`src/hw/rx_ctrl_pkg.sv`:
```
// Behaviour
// - Pin function bit clear: power-down pin powers down fully; set: standby.
// - Link standby bit puts link into standby when pin asserted and standby selected.
// - Link power field: 00 normal, 01 power-down, 10 standby with PLL kept on.
// - Converter power field: 00 normal, 01 power-down, 10 standby.
// - Three-bit field selects meaning of control bits carried with each sample.
// - Output disable bit stops converter output data.
// - Data invert bit inverts converter output data.
// - Data format 00 gives offset binary, 01 gives two's complement.
// - Sync realign bit realigns link on every sync request assertion.
// - SYSREF realign bit realigns link on every SYSREF assertion.
// - SYSREF mode clear resets dividers every assertion; set, only next rising edge.
// - SYSREF enable bit clear makes SYSREF activity ineffective.
// - Sync buffer enable bit gates the sync request input buffer.
// - Requantizer bandwidth bit: 22% band when clear, 33% when set.
// - Requantizer processes data only while its enable bit is high.
// - Six-bit tuning word; 57 valid values narrow mode, 34 wide mode.
// - Freeze bit high holds DC estimate; low updates it continuously.
// - DC bandwidth 2^(-k-14) of rate; k of 14 or 15 acts as 13.
// - DC correction enabled removes measured offset from the signal path.
// - Offset register, reset zero, feeds the multiframe phase counter.
package rx_ctrl_pkg;
   localparam int          NUM_REGS      = 11;
   localparam logic [12:0] ADDR_PDM      = 13'h0008;
   localparam logic [12:0] ADDR_OMC      = 13'h0014;
   localparam logic [12:0] ADDR_LSC      = 13'h003a;
   localparam logic [12:0] ADDR_RQC      = 13'h003c;
   localparam logic [12:0] ADDR_RQT      = 13'h003e;
   localparam logic [12:0] ADDR_OCC      = 13'h0040;
   localparam logic [12:0] ADDR_SCRATCH  = 13'h0077;
   localparam logic [12:0] ADDR_LANE_CHECKSUM   = 13'h0079;
   localparam logic [12:0] ADDR_DRV      = 13'h0080;
   localparam logic [12:0] ADDR_LMFC     = 13'h008b;
   localparam logic [12:0] ADDR_EMPH     = 13'h00a8;
   localparam logic [12:0] ADDR_XFER     = 13'h00ff;
   localparam int IX_PDM = 0, IX_OMC = 1, IX_LSC = 2, IX_RQC = 3, IX_RQT = 4, IX_OCC = 5;
   localparam int IX_SCRATCH = 6, IX_LANE_CHECKSUM = 7, IX_DRV = 8, IX_LMFC = 9, IX_EMPH = 10;
   localparam logic [NUM_REGS-1:0][12:0] REG_ADDR = {ADDR_EMPH, ADDR_LMFC, ADDR_DRV,
      ADDR_LANE_CHECKSUM, ADDR_SCRATCH, ADDR_OCC, ADDR_RQT, ADDR_RQC, ADDR_LSC, ADDR_OMC, ADDR_PDM};
   localparam logic [7:0]  RST_DEFAULT   = 8'h00;
   localparam logic [7:0]  RST_DRV       = 8'h00;
   localparam logic [7:0]  RST_LMFC      = 8'h00;
   localparam logic [7:0]  RST_EMPH      = 8'h04;
   localparam logic [NUM_REGS-1:0][7:0] REG_RESET = {RST_EMPH, RST_LMFC, RST_DRV,
      RST_DEFAULT, RST_DEFAULT, RST_DEFAULT, RST_DEFAULT, RST_DEFAULT, RST_DEFAULT,
      RST_DEFAULT, RST_DEFAULT};
   // Field positions
   localparam int B_PIN_FUNC = 5, B_LINK_STBY = 4, B_LINK_PWR = 2, B_CONV_PWR = 0;
   localparam int B_CS_SEL = 5, B_OUT_DIS = 4, B_INVERT = 2, B_FORMAT = 0;
   localparam int B_SYNC_REALIGN = 4, B_SREF_REALIGN = 3, B_SREF_MODE = 2;
   localparam int B_SREF_EN = 1, B_SYNC_BUF = 0;
   localparam int B_RQ_WIDE = 1, B_RQ_EN = 0, B_DC_FREEZE = 6, B_DC_BW = 2, B_DC_EN = 1;
   localparam int B_DRV_PD = 0, B_XFER = 0;
   // Power and format codes
   localparam logic [1:0]  PWR_NORMAL    = 2'b00;
   localparam logic [1:0]  PWR_DOWN      = 2'b01;
   localparam logic [1:0]  PWR_STANDBY   = 2'b10;
   localparam logic [1:0]  FMT_OFFSET    = 2'b00;
   // Requantizer and DC limits
   localparam logic [5:0]  TUNE_MAX_NARROW = 6'h38;
   localparam logic [5:0]  TUNE_MAX_WIDE   = 6'h21;
   localparam logic [3:0]  DC_K_MAX        = 4'hd;
   localparam int          DC_K_BASE       = 14;
   // Serial port framing
   localparam logic [4:0]  INSTR_BITS    = 5'h10;
   localparam logic [4:0]  DATA_BITS     = 5'h08;
endpackage

```
`src/hw/receiver_mode_control_bank.sv`:
```
module receiver_mode_control_bank
   import rx_ctrl_pkg::*;
#(
   parameter int DW = 11
)(
   input  wire logic                      clock_i,
   input  wire logic                      nrst_i,
   input  wire logic                      spi_clk_i,
   input  wire logic                      spi_cs_n_i,
   input  wire logic                      spi_data_i,
   output logic                           spi_data_o,
   output logic                           spi_data_oe_o,
   input  wire logic                      power_down_pin_i,
   input  wire logic                      sysref_i,
   input  wire logic                      link_sync_request_n_i,
   input  wire logic signed [DW-1:0]      sample_i,
   output logic             [DW-1:0]      sample_o,
   output logic             [1:0]         converter_mode_o,
   output logic             [1:0]         link_mode_o,
   output logic                           pll_on_o,
   output logic                           serializer_on_o,
   output logic                           link_clocks_on_o,
   output logic                           link_reset_o,
   output logic                           driver_power_down_o,
   output logic             [2:0]         control_bit_select_o,
   output logic                           requantizer_enable_o,
   output logic                           requantizer_wide_o,
   output logic             [5:0]         requantizer_tuning_o,
   output logic                           divider_reset_o,
   output logic                           link_realign_o,
   output logic                           sync_request_o,
   output logic             [7:0]         multiframe_offset_o,
   output logic             [7:0]         transmit_emphasis_o,
   output logic             [15:0]        dc_value_o
);
   import rx_ctrl_pkg::*;

   localparam int AW = DW + DC_K_BASE + 13;

   typedef enum logic [2:0]
   {
      PH_IDLE  = 3'b001,
      PH_INSTR = 3'b010,
      PH_DATA  = 3'b100
   } phase_t;

   typedef struct packed
   {
      logic [2:0]                 clk_s;
      logic [1:0]                 cs_s;
      logic [1:0]                 din_s;
      logic [1:0]                 pin_s;
      logic [2:0]                 sref_s;
      logic [1:0]                 sync_s;
      phase_t                     phase;
      logic [4:0]                 cnt;
      logic [15:0]                sh;
      logic                       rw;
      logic [12:0]                addr;
      logic [7:0]                 rd_sh;
      logic                       dout;
      logic                       oe;
      logic [NUM_REGS-1:0][7:0]   shadow;
      logic [NUM_REGS-1:0][7:0]   act;
      logic                       xfer;
      logic                       sref_armed;
      logic                       sync_buf;
      logic signed [AW-1:0]       acc;
      logic [DW-1:0]              data;
      logic [1:0]                 conv_mode;
      logic [1:0]                 link_mode;
      logic                       div_rst;
      logic                       realign;
      logic [5:0]                 tune;
      logic                       pll;
      logic                       ser;
      logic                       lck;
      logic                       lrst;
      logic signed [15:0]         dcv;
   } state_t;

   state_t r;
   state_t n;
   logic [1:0] rst_q;
   logic       rst_n;

   // ****************************************************************
   // Reset release
   // ****************************************************************
   always_ff @(posedge clock_i or negedge nrst_i)
   begin
      if (!nrst_i)
         rst_q <= 2'b00;
      else
         rst_q <= {rst_q[0], 1'b1};
   end
   assign rst_n = rst_q[1];

   // ****************************************************************
   // Next state
   // ****************************************************************
   logic               clk_rise;
   logic               clk_fall;
   logic [15:0]        word;
   logic [7:0]         rd_data;
   logic               wr_en;
   logic [7:0]         wr_data;
   logic               pin_on;
   logic               sref_rise;
   logic               sync_rise;
   logic [3:0]         dc_k;
   logic signed [AW-1:0] est;
   logic signed [DW:0] diff;
   logic [DW-1:0]      val;

   always_comb
   begin
      n = r;
      rd_data = 8'h00;
      diff = '0;
      wr_en = 1'b0;
      wr_data = {r.sh[6:0], r.din_s[1]};
      // Pins: logic uses the second stage; SPI clock and SYSREF also use the third stage for edges
      n.clk_s  = {r.clk_s[1:0], spi_clk_i};
      n.cs_s   = {r.cs_s[0], spi_cs_n_i};
      n.din_s  = {r.din_s[0], spi_data_i};
      n.pin_s  = {r.pin_s[0], power_down_pin_i};
      n.sref_s = {r.sref_s[1:0], sysref_i};
      n.sync_s = {r.sync_s[0], link_sync_request_n_i};
      clk_rise = r.clk_s[1] & ~r.clk_s[2];
      clk_fall = ~r.clk_s[1] & r.clk_s[2];
      word = {r.sh[14:0], r.din_s[1]};
      for (int i = 0; i < NUM_REGS; i++)
      begin
         if (word[12:0] == REG_ADDR[i])
            rd_data = r.shadow[i];
      end
      if (word[12:0] == ADDR_XFER)
         rd_data = {7'h00, r.xfer};

      // Serial control port: 16-bit instruction, one data byte
      if (r.cs_s[1])
      begin
         n.phase = PH_IDLE;
         n.cnt = 5'h00;
         n.oe = 1'b0;
      end
      else
      begin
         unique case (r.phase)
            PH_IDLE:
            begin
               n.phase = PH_INSTR;
               n.cnt = 5'h00;
            end
            PH_INSTR:
            begin
               if (clk_rise)
               begin
                  n.sh = word;
                  n.cnt = r.cnt + 5'h01;
                  if (r.cnt == INSTR_BITS - 5'h01)
                  begin
                     n.rw = word[15];
                     n.addr = word[12:0];
                     n.rd_sh = rd_data;
                     n.cnt = 5'h00;
                     n.phase = PH_DATA;
                  end
               end
            end
            PH_DATA:
            begin
               if (r.rw && clk_fall)
               begin
                  n.oe = (r.cnt < DATA_BITS);
                  n.dout = r.rd_sh[7];
                  n.rd_sh = {r.rd_sh[6:0], 1'b0};
               end
               // Extra bytes in a stream are ignored rather than auto-incremented
               if (clk_rise && r.cnt < DATA_BITS)
               begin
                  n.sh = word;
                  n.cnt = r.cnt + 5'h01;
                  wr_en = !r.rw && (r.cnt == DATA_BITS - 5'h01);
               end
            end
            default:
               n.phase = PH_IDLE;
         endcase
      end

      // Settings take effect only on transfer
      if (r.xfer)
      begin
         n.act = r.shadow;
         n.xfer = 1'b0;
         n.sref_armed = r.shadow[IX_LSC][B_SREF_MODE];
      end
      if (wr_en)
      begin
         for (int i = 0; i < NUM_REGS; i++)
         begin
            if (r.addr == REG_ADDR[i])
               n.shadow[i] = wr_data;
         end
         // A new request set in the clearing cycle is kept
         if (r.addr == ADDR_XFER && wr_data[B_XFER])
            n.xfer = 1'b1;
      end

      // Power modes
      pin_on = r.pin_s[1];
      n.conv_mode = r.act[IX_PDM][B_CONV_PWR +: 2];
      n.link_mode = r.act[IX_PDM][B_LINK_PWR +: 2];
      if (n.link_mode == 2'b11)
         n.link_mode = PWR_NORMAL;
      if (n.conv_mode == 2'b11)
         n.conv_mode = PWR_NORMAL;
      if (pin_on && !r.act[IX_PDM][B_PIN_FUNC])
      begin
         n.conv_mode = PWR_DOWN;
         n.link_mode = PWR_DOWN;
      end
      else if (pin_on)
      begin
         n.conv_mode = PWR_STANDBY;
         if (r.act[IX_PDM][B_LINK_STBY])
            n.link_mode = PWR_STANDBY;
      end
      // Link enables come from flops so they cannot glitch while the mode settles
      n.pll  = (n.link_mode != PWR_DOWN);
      n.ser  = (n.link_mode == PWR_NORMAL);
      n.lck  = (n.link_mode == PWR_NORMAL);
      n.lrst = (n.link_mode != PWR_NORMAL);

      // SYSREF and sync request
      sref_rise = r.sref_s[1] & ~r.sref_s[2] & r.act[IX_LSC][B_SREF_EN];
      n.sync_buf = ~r.sync_s[1] & r.act[IX_LSC][B_SYNC_BUF];
      sync_rise = n.sync_buf & ~r.sync_buf;
      n.div_rst = 1'b0;
      if (sref_rise && !r.act[IX_LSC][B_SREF_MODE])
         n.div_rst = 1'b1;
      else if (sref_rise && r.sref_armed && !r.xfer)
      begin
         n.div_rst = 1'b1;
         n.sref_armed = 1'b0;
      end
      n.realign = (sref_rise && r.act[IX_LSC][B_SREF_REALIGN])
               || (sync_rise && r.act[IX_LSC][B_SYNC_REALIGN]);

      // Requantizer tuning limited to the valid range of the band mode
      n.tune = r.act[IX_RQT][5:0];
      if (r.act[IX_RQC][B_RQ_WIDE] && n.tune > TUNE_MAX_WIDE)
         n.tune = TUNE_MAX_WIDE;
      else if (!r.act[IX_RQC][B_RQ_WIDE] && n.tune > TUNE_MAX_NARROW)
         n.tune = TUNE_MAX_NARROW;

      // DC estimate: leaky average, narrow bandwidth needs a wide accumulator
      dc_k = r.act[IX_OCC][B_DC_BW +: 4];
      if (dc_k > DC_K_MAX)
         dc_k = DC_K_MAX;
      est = r.acc >>> (5'(dc_k) + 5'(DC_K_BASE));
      if (!r.act[IX_OCC][B_DC_FREEZE])
         n.acc = r.acc + AW'(sample_i) - est;
      // Published estimate lags the accumulator by one cycle
      n.dcv = 16'(est);

      // Output data path
      val = sample_i;
      if (r.act[IX_OCC][B_DC_EN])
      begin
         diff = {sample_i[DW-1], sample_i} - {est[DW-1], est[DW-1:0]};
         if (diff[DW] != diff[DW-1])
            val = {diff[DW], {(DW-1){~diff[DW]}}};
         else
            val = diff[DW-1:0];
      end
      if (r.act[IX_OMC][B_INVERT])
         val = ~val;
      if (r.act[IX_OMC][B_FORMAT +: 2] == FMT_OFFSET)
         val[DW-1] = ~val[DW-1];
      n.data = r.act[IX_OMC][B_OUT_DIS] ? '0 : val;
   end

   // ****************************************************************
   // State register
   // ****************************************************************
   always_ff @(posedge clock_i or negedge rst_n)
   begin
      if (!rst_n)
      begin
         r <= '0;
         r.clk_s <= 3'h0;
         r.cs_s <= 2'h3;
         r.sync_s <= 2'h3;
         r.phase <= PH_IDLE;
         r.shadow <= REG_RESET;
         r.act <= REG_RESET;
         r.pll <= 1'b1;
         r.ser <= 1'b1;
         r.lck <= 1'b1;
      end
      else
         r <= n;
   end

   // ****************************************************************
   // Outputs
   // ****************************************************************
   assign spi_data_o           = r.dout;
   assign spi_data_oe_o        = r.oe;
   assign sample_o             = r.data;
   assign converter_mode_o     = r.conv_mode;
   assign link_mode_o          = r.link_mode;
   assign pll_on_o             = r.pll;
   assign serializer_on_o      = r.ser;
   assign link_clocks_on_o     = r.lck;
   assign link_reset_o         = r.lrst;
   assign driver_power_down_o  = r.act[IX_DRV][B_DRV_PD];
   assign control_bit_select_o = r.act[IX_OMC][B_CS_SEL +: 3];
   assign requantizer_enable_o = r.act[IX_RQC][B_RQ_EN];
   assign requantizer_wide_o   = r.act[IX_RQC][B_RQ_WIDE];
   assign requantizer_tuning_o = r.tune;
   assign divider_reset_o      = r.div_rst;
   assign link_realign_o       = r.realign;
   assign sync_request_o       = r.sync_buf;
   assign multiframe_offset_o  = r.act[IX_LMFC];
   assign transmit_emphasis_o  = r.act[IX_EMPH];
   assign dc_value_o           = r.dcv;
endmodule // receiver_mode_control_bank

```
`config.mk`:
```
export PLATFORM = sky130hd
export DESIGN_NAME = receiver_mode_control_bank
export DESIGN_NICKNAME = d
export VERILOG_FILES = /design/src/hw/rx_ctrl_pkg.sv /design/src/hw/receiver_mode_control_bank.sv
export SDC_FILE = /design/constraint.sdc
export NUM_CORES = 1
export LEC_CHECK = 0
export BUFFER_PORTS_ARGS = -buffer_cell sky130_fd_sc_hd__clkbuf_2
export CORE_MARGIN = 2
export CORE_UTILIZATION = 40
export CTS_CLUSTER_DIAMETER = 120
export DETAILED_ROUTE_END_ITERATION = 8
export GPL_TIMING_DRIVEN = 0
export PLACE_DENSITY = 0.65
export SYNTH_ARGS = -nofsm -noshare
export SYNTH_HDL_FRONTEND = slang
export SYNTH_SLANG_ARGS = --single-unit
```
`constraint.sdc`:
```
create_clock -name clock_i -period 14.9 [get_ports clock_i]
set_input_delay 1.49 -clock clock_i [delete_from_list [all_inputs] [get_ports clock_i]]
set_output_delay 1.49 -clock clock_i [all_outputs]
set_load 0.1 [all_outputs]
```
==> out/summary.json, run 1 <==
{
  "maxClockFrequency_mhz": 154,
  "clk-insertion-delay-late_ns": 0.55,
  "worstSetupStartpoint": "r[129]",
  "syn_nets": 1701,
  "min_period_over_period_pct": 43.4,
  "worst-r2r-cell-count": 20,
  "synth_cell_types": 81,
  "wire_per_inst_um": 18.7,
  "drv.max_cap_violation_count": 0,
  "fp.dieH_um": 207,
  "path_class_of_the_lowest_slack_min_delay_path": "flip-flop to async pin",
  "cells_resized_by_post_cts_repair": 0,
  "synth-async-reset-ratio_pct": 100,
  "placed_cells_incl_taps": 2214,
  "post-route-util_pct": 46.2,
  "design.core.area_um2": 40700,
  "source_of_the_worst_register_to_register_timing_path": "r[129]",
  "grt_antenna_before_repair": 0,
  "hold_viol_final": 0,
  "startpoint_class": "flip-flop",
  "cts_inserted_buffers": 34,
  "sequential_element_share_of_the_synthesized_area_pct": 43.0,
  "globalplace.congestion": 0.890,
  "setup.worst_path.end_class": "flip-flop",
  "layout_min_cycle_time_ns": 6.47,
  "regArea_um2": 7100,
  "netlist_area_um2": 16500,
  "unrepaired_setup_endpoints_after_global_routing": "false",
  "first_global_vias": 12500,
  "synth_cells": 1592,
  "dpl.hpwl_um": 31300,
  "timing_worst_setup_path_type": "flip-flop to flip-flop",
  "effective_utilization_at_floorplan_pct": 40.5,
  "post_cts.repair.setup_buffers": 0,
  "clock_sink_count": 283,
  "iteration_count_of_the_initial_detailed_routing_pass": 5,
  "cts_tree": "done",
  "hold_ws_ns": 0.233,
  "power.static_leakage_nw": 8.77,
  "crit-reg2reg-capture": "r[79]",
  "relSlewSlack_pct": 18.9,
  "routed_wirelength_um": 42600,
  "cts_root_buffer": "sky130_fd_sc_hd__clkbuf_16",
  "overall_power_after_layout_mw": 4.09,
  "rrSetupSlack_ns": 8.43,
  "largest_net_degree_at_the_start_of_global_routing": 69,
  "io-pin-count": 87,
  "area_delta_synth_final_pct": 14.2,
  "cts_hold_repair.buffers": 0,
  "data_arrival_time_at_the_worst_slack_endpoint_ns": 6.87,
  "final_area_um2": 18800,
  "ys_seq_elements": 283,
  "ys_dominant_reg_cell": "sky130_fd_sc_hd__dfrtp_1",
  "cts-root-to-sink-buffers": 3,
  "fp.dieW_um": 207,
  "crit_path_max_fanout": 10,
  "worst_setup_slack_after_placement_ns": 8.57,
  "finalNetCount": 1827,
  "layout_common_cells": "273 x sky130_fd_sc_hd__dfrtp_1, 170 x sky130_fd_sc_hd__nand2_1, 148 x sky130_fd_sc_hd__mux2_2",
  "multiInputGateArea_um2": 8410,
  "route.detailed.vias_per_inst": 5.46,
  "placementRows": 74,
  "ant_nets": 0,
  "post_synth_edffs": 0,
  "peakVddDrop_v": 0.000106,
  "totalNegativeSetupSlack_ns": 0,
  "timing.final.ws_setup_ns": 8.43,
  "global_route_usage_over_all_layers_pct": 20.2,
  "timing_worst_slew_pin_value_ns": 1.22,
  "port-buffer-count": 86,
  "cp_data_required_time_ns": 15.29,
  "initialDrtViolationCount": 1036,
  "cts.htree.levels": 2,
  "clk_pin_slew_ns": 0.06,
  "placed_cell_area_um2": 17700,
  "setup-violations-final": 0,
  "global_route_wire_length_before_repair_um": 69400,
  "slew_viol_final": 0,
  "status": "completed",
  "final_cells": 2274,
  "layout.cells.most_common": "sky130_fd_sc_hd__dfrtp_1",
  "antenna_diodes": 0,
  "num-fill-cells": 3833,
  "final_layout_size_suffix_gt1_share_pct": 22.6,
  "clock-skew-final_ns": 0.0280,
  "p_per_area_nw_per_um2": 217,
  "globalRouteOverflowTotal": 0,
  "synthesis.yosys.warnings": 0,
  "fp.dieArea_um2": 42900,
  "timing.critical_path.to": "r[79]",
  "vias": 12400,
  "synth_area_per_cell_um2": 10.4,
  "drc_violation_count_after_routing": 0
}
==> metal layers <==
metal | vias to the layer above | global-route usage [%] | share of wire (%)
met2 | 344 | 30.8 | 45
met1 | 6151 | 28.8 | 47
met5 | - | 0 | 0
met4 | 0 | 6.85 | 3.2
li1 | 5861 | - | -
met3 | 70 | 3.82 | 5.3
==> kinds of logic after synthesis <==
logic type,share of synthesized area [%]
buffers and inverters,6.00
other,0.0227
DFF,43.0
AOI/OAI and AO/OA,13.5
muxes,13.7
xor gates and xnor gates,2.34
adders and majority gates,8.86
and+or+nand+nor,12.5
==> sequential cells by signal (all words and copies together) (netlist names), 2 cells and up <==
signal,count
sample_o,11
requantizer_tuning_o,6
dc_value_o,16
rst_q,2
converter_mode_o,2
control_bit_select_o,3
n,8
transmit_emphasis_o,8
r,205
multiframe_offset_o,8
link_mode_o,2
==> critical path: stages, from the launching register on <==
cell                        delay (ns)
sky130_fd_sc_hd__dfrtp_1          0.38
sky130_fd_sc_hd__clkbuf_1         0.23
sky130_fd_sc_hd__a21boi_0         0.24
sky130_fd_sc_hd__buf_1            0.48
sky130_fd_sc_hd__buf_1            0.52
sky130_fd_sc_hd__mux2i_1          0.48
sky130_fd_sc_hd__nand2_1          0.09
sky130_fd_sc_hd__a31oi_1          0.31
sky130_fd_sc_hd__mux2_2           0.27
sky130_fd_sc_hd__inv_1            0.10
sky130_fd_sc_hd__fa_1             0.46
sky130_fd_sc_hd__ha_1             0.37
sky130_fd_sc_hd__a21oi_1          0.17
sky130_fd_sc_hd__o22ai_1          0.13
sky130_fd_sc_hd__o21ai_0          0.57
sky130_fd_sc_hd__a21oi_1          0.22
sky130_fd_sc_hd__o21ai_0          0.59
sky130_fd_sc_hd__o2111ai_1        0.25
sky130_fd_sc_hd__a21oi_1          0.23
sky130_fd_sc_hd__xor2_1           0.16
sky130_fd_sc_hd__o21ai_0          0.08
==> synth_stat cells (12+ instances only) <==
cell type | number | share of area [%]
sky130_fd_sc_hd__inv_1 | 76 | 1.7
sky130_fd_sc_hd__nor3_1 | 17 | 0.52
sky130_fd_sc_hd__xnor2_1 | 26 | 1.4
sky130_fd_sc_hd__nor2b_1 | 15 | 0.57
sky130_fd_sc_hd__o21ai_0 | 108 | 3.3
sky130_fd_sc_hd__o21ai_1 | 12 | 0.36
sky130_fd_sc_hd__a211oi_1 | 16 | 0.73
sky130_fd_sc_hd__buf_4 | 57 | 2.6
sky130_fd_sc_hd__nand2b_1 | 21 | 0.80
sky130_fd_sc_hd__fa_1 | 38 | 4.6
sky130_fd_sc_hd__clkbuf_1 | 64 | 1.5
sky130_fd_sc_hd__a21oi_1 | 58 | 1.8
sky130_fd_sc_hd__nor2_1 | 84 | 1.9
sky130_fd_sc_hd__a22oi_1 | 15 | 0.68
sky130_fd_sc_hd__xor2_1 | 18 | 0.96
sky130_fd_sc_hd__nand2_1 | 170 | 3.9
sky130_fd_sc_hd__a31oi_1 | 15 | 0.57
sky130_fd_sc_hd__and3_1 | 13 | 0.49
sky130_fd_sc_hd__dfrtp_1 | 274 | 42
sky130_fd_sc_hd__mux2_2 | 148 | 10
sky130_fd_sc_hd__mux2i_1 | 39 | 2.4
sky130_fd_sc_hd__ha_1 | 52 | 3.9
sky130_fd_sc_hd__nand3_1 | 22 | 0.67
sky130_fd_sc_hd__a21o_1 | 22 | 1.0
==> worst min-delay path by stage <==
stage	slack, ns	cells after the start	from	endpoint
after floorplan	0.33	0	n[311]	n[312]
after global placement	0.34	0	n[320]	n[321]
after detailed placement	0.26	0	rst_q[1]	transmit_emphasis_o[1]
after CTS	0.25	0	rst_q[1]	transmit_emphasis_o[3]
after global routing	0.27	0	rst_q[1]	transmit_emphasis_o[3]
final	0.23	0	rst_q[1]	multiframe_offset_o[7]
==> power by group <==
part | switching (mW) | internal [mW] | total (mW)
Clock | 0.330 | 0.512 | 0.842
Combinational | 1.37 | 0.909 | 2.28
Sequential | 0.0791 | 0.884 | 0.963
Total | 1.78 | 2.30 | 4.09
==> layout make-up <==
class	instances	area share, %
Tap cell	532	3.53
Multi-Input combinational cell	1103	44.7
Clock inverter	8	0.751
Inverter	77	1.53
Buffer	129	3.72
Sequential cell	283	37.7
Clock buffer	52	5.25
Timing Repair Buffer	90	2.87
(Power assumes the default switching activity.)
==> inputs of run 2 (changes only) <==
ABC_AREA = 1   (was unset)
PLACE_DENSITY = 0.67   (was 0.65)
clock period = 5.75 ns   (was 14.9 ns; I/O delays follow)
==> out/summary.json, run 2 <==
{
  "final_layout_size_suffix_gt1_share": {"value": 10.9, "unit": "%", "change": "-12 points"},
  "clock-skew-final": {"value": 0.0224, "unit": "ns", "change": "-0.00565 ns"},
  "netlist_top_cells_count": "573 x sky130_fd_sc_hd__nand2_1, 312 x sky130_fd_sc_hd__inv_1, 312 x sky130_fd_sc_hd__o21ai_0",
  "unrepaired_setup_endpoints_after_global_routing": "false",
  "drv.max_cap_violation_count": {"value": 0, "change": "unchanged"},
  "fp.dieArea": {"value": 45400, "unit": "µm²", "change": "+5.9%"},
  "syn_nets": {"value": 2448, "change": "+44%"},
  "port-buffer-count": {"value": 86, "change": "unchanged"},
  "io-pin-count": {"value": 87, "change": "unchanged"},
  "design.core.area": {"value": 43100, "unit": "µm²", "change": "+5.7%"},
  "layout.cells.most_common": "sky130_fd_sc_hd__nand2_1",
  "crit_path_max_fanout": {"value": 10, "change": "unchanged"},
  "grt_antenna_before_repair": {"value": 1, "change": "+1"},
  "fp.dieH": {"value": 213, "unit": "µm", "change": "+2.9%"},
  "timing_worst_setup_path_type": "flip-flop to flip-flop",
  "iteration_count_of_the_initial_detailed_routing_pass": {"value": 8, "change": "+3"},
  "globalplace.congestion": {"value": 1.02, "change": "+15%"},
  "largest_register_ffs": {"value": 205, "change": "unchanged"},
  "cpPeakStageDelay": {"value": 0.52, "unit": "ns", "change": "-0.07 ns"},
  "layout_min_cycle_time": {"value": 5.47, "unit": "ns", "change": "-0.999 ns"},
  "effective_utilization_at_floorplan": {"value": 40.6, "unit": "%", "change": "+0.11 points"},
  "data_arrival_time_at_the_worst_slack_endpoint": {"value": 5.89, "unit": "ns", "change": "-0.98 ns"},
  "worstPathCellList": "nand3_1, nand2_1, buf_2, o21ai_0, o21ai_0, nand2_1, o21ai_0, o21ai_0, nand2_1, nand2_1, inv_1, fa_1, ha_1, a21oi_1, nand2_1, a21oi_1, o21ai_0, inv_1, o21ai_0, or2_2, nand3_1, o21ai_0",
  "cts-root-to-sink-buffers": {"value": 3, "change": "unchanged"},
  "layout_common_cells": "573 x sky130_fd_sc_hd__nand2_1, 312 x sky130_fd_sc_hd__inv_1, 307 x sky130_fd_sc_hd__o21ai_0",
  "routed_wirelength": {"value": 56100, "unit": "µm", "change": "+32%"},
  "cts.htree.levels": {"value": 2, "change": "unchanged"},
  "status": "completed",
  "netlist_area": {"value": 17500, "unit": "µm²", "change": "+6.0%"},
  "hold_viol_final": {"value": 0, "change": "unchanged"},
  "area_delta_synth_final_pct": 14.7,
  "registers.top_by_ff_count": "r",
  "first_global_vias": {"value": 15700, "change": "+25%"},
  "finalNetCount": {"value": 2576, "change": "+41%"},
  "global_route_wire_length_before_repair": {"value": 88200, "unit": "µm", "change": "+27%"},
  "largest_net_degree_at_the_start_of_global_routing": {"value": 74, "change": "+7.2%"},
  "globalRouteOverflowTotal": {"value": 0, "change": "unchanged"},
  "synth_cells": {"value": 2339, "change": "+47%"},
  "route.detailed.vias_per_inst": {"value": 5.28, "change": "-3.3%"},
  "vias": {"value": 16300, "change": "+31%"},
  "cts_root_buffer": "sky130_fd_sc_hd__clkbuf_16",
  "synth_area_leader_cell": "sky130_fd_sc_hd__dfrtp_1",
  "synth_cell_types": {"value": 55, "change": "-32%"},
  "cts_tree": "done",
  "cts_inserted_buffers": {"value": 35, "change": "+2.9%"},
  "post_synth_edffs": {"value": 0, "change": "unchanged"},
  "placed_cell_area": {"value": 18800, "unit": "µm²", "change": "+6.0%"},
  "synth_area_per_cell": {"value": 7.47, "unit": "µm²", "change": "-28%"},
  "timing_worst_slew_pin_value": {"value": 1.14, "unit": "ns", "change": "-0.0749 ns"},
  "fraction_of_post_synthesis_cell_area_in_the_top_cell_type_by_area": {"value": 39.2, "unit": "%", "change": "-2.4 points"},
  "critPathSlowestCell": "sky130_fd_sc_hd__o21ai_0",
  "setup-violations-final": {"value": 0, "change": "unchanged"},
  "antenna_diodes": {"value": 0, "change": "unchanged"},
  "wire_per_inst": {"value": 18.2, "unit": "µm", "change": "-2.7%"},
  "sequential_element_share_of_the_synthesized_area": {"value": 40.6, "unit": "%", "change": "-2.4 points"},
  "ys_top_cells_by_area": "sky130_fd_sc_hd__dfrtp_1 39%, sky130_fd_sc_hd__nand2_1 12%, sky130_fd_sc_hd__o21ai_0 8.9%",
  "drc_violation_count_after_routing": {"value": 0, "change": "unchanged"},
  "cp_data_required_time": {"value": 6.17, "unit": "ns", "change": "-9.12 ns"},
  "path_class_of_the_lowest_slack_min_delay_path": "input port to flip-flop",
  "power.static_leakage": {"value": 9.67, "unit": "nW", "change": "+10%"},
  "p_per_area": {"value": 620, "unit": "nW/µm²", "change": "+190%"},
  "min_period_over_period": {"value": 95.2, "unit": "%", "change": "+52 points"},
  "final_area": {"value": 20100, "unit": "µm²", "change": "+6.5%"},
  "worst_setup_slack_after_placement": {"value": -0.0951, "unit": "ns", "change": "-8.66 ns"},
  "ant_nets": {"value": 0, "change": "unchanged"},
  "setup.worst_path.end_class": "flip-flop",
  "slew_viol_final": {"value": 0, "change": "unchanged"},
  "ys_seq_elements": {"value": 283, "change": "unchanged"},
  "initialDrtViolationCount": {"value": 1579, "change": "+52%"},
  "startpoint_class": "flip-flop",
  "fp.dieW": {"value": 213, "unit": "µm", "change": "+2.9%"},
  "clock_sink_count": {"value": 283, "change": "unchanged"},
  "timing.final.ws_setup": {"value": 0.275, "unit": "ns", "change": "-8.15 ns"},
  "dpl.hpwl": {"value": 43900, "unit": "µm", "change": "+40%"},
  "maxClockFrequency": {"value": 183, "unit": "MHz", "change": "+18%"},
  "post_cts.repair.setup_buffers": {"value": 0, "change": "unchanged"},
  "peakVddDrop": {"value": 0.000363, "unit": "V", "change": "+240%"},
  "clk-insertion-delay-late": {"value": 0.55, "unit": "ns", "change": "about the same"},
  "relSlewSlack": {"value": 23.9, "unit": "%", "change": "+5.0 points"},
  "synthesis.yosys.warnings": {"value": 0, "change": "unchanged"},
  "synth-async-reset-ratio": {"value": 100, "unit": "%", "change": "unchanged"},
  "global_route_usage_over_all_layers": {"value": 25.3, "unit": "%", "change": "+5.1 points"},
  "path_common_cell": "sky130_fd_sc_hd__o21ai_0",
  "path_delay_family": "compound AO/OA/AOI/OAI gates",
  "critical_path.n_buffers_inverters": {"value": 3, "change": "-1"},
  "ys_dominant_reg_cell": "sky130_fd_sc_hd__dfrtp_1",
  "placementRows": {"value": 76, "change": "+2.7%"},
  "clk_pin_slew": {"value": 0.07, "unit": "ns", "change": "about the same"},
  "synthMostInstantiatedCell": "sky130_fd_sc_hd__nand2_1"
}
run 2: report_power, final:
group / internal, mW / total, mW / leakage [nW] / switching (mW)
clock: 1.52 / 2.44 / 0.624 / 0.926
combinational: 2.38 / 7.46 / 5.33 / 5.08
sequential: 2.31 / 2.54 / 3.71 / 0.223
total: 6.21 / 12.4 / 9.67 / 6.23
run 2: kinds of logic (layout without fill, tap and decap cells):
family | after synthesis | in the layout | share of synthesized area [%]
AO/OA/AOI/OAI | 481 | 481 | 14.7
multiplexers | 6 | 6 | 0.344
buffers and inverters | 449 | 603 | 11.0
flip-flops | 283 | 283 | 40.6
XOR/XNOR | 18 | 18 | 0.902
other | 1 | 1 | 0.0214
adder cells (fa/ha/maj) | 90 | 90 | 8.07
AND/OR/NAND/NOR | 1011 | 1011 | 24.3
run 2: layer usage:
metal / vias to the layer above / GRT usage, % / part of all wire (%)
met4: 2 / 8.75 / 3.4
met3: 117 / 4.13 / 6.7
met5: - / 0 / 0.032
met1: 7774 / 36.6 / 47
met2: 590 / 38.3 / 43
li1: 7776 / - / -
run 2: cell type report:
class,instances,area [µm²]
Buffer,130,732
Clock buffer,48,1010
Clock inverter,15,262
Fill cell,4366,23000
Inverter,319,1200
Multi-Input combinational cell,1607,8480
Sequential cell,283,7100
Tap cell,585,732
Timing Repair Buffer,91,551
run 2: repair_timing:
item                                    CTS  global route
hold buffers                              1             0
resized for setup                         1             8
hold endpoints to repair                  2             0
endpoints found under the setup margin    2             5
run 2: path summary, 6_finish.rpt:
kind,from,endpoint,slack (ns),depth (start not counted)
min reg2reg,rst_q[1],r[118],0.14,0
max,r[127],r[60],0.28,22
min,spi_cs_n_i,n[318],0.11,1
max in group asynchronous,rst_q[1],link_clocks_on_o,4.61,2
min in group asynchronous,rst_q[1],r[118],0.14,0
max reg2reg,r[127],r[60],0.28,22
run 2: per-stage QoR:
step,setup TNS [ns],power (mW),util (%),instances,hold WS (ns)
CTS,0,12.3,46.5,3078,0.0872
global route,0,13.5,46.6,3078,0.0873
global placement,-154.01,9.74,43.3,3010,0.333
floorplan,0,7.78,-,2339,0.279
detailed placement,-0.184,9.79,43.5,3014,0.148
finish,0,12.4,46.6,3078,0.110
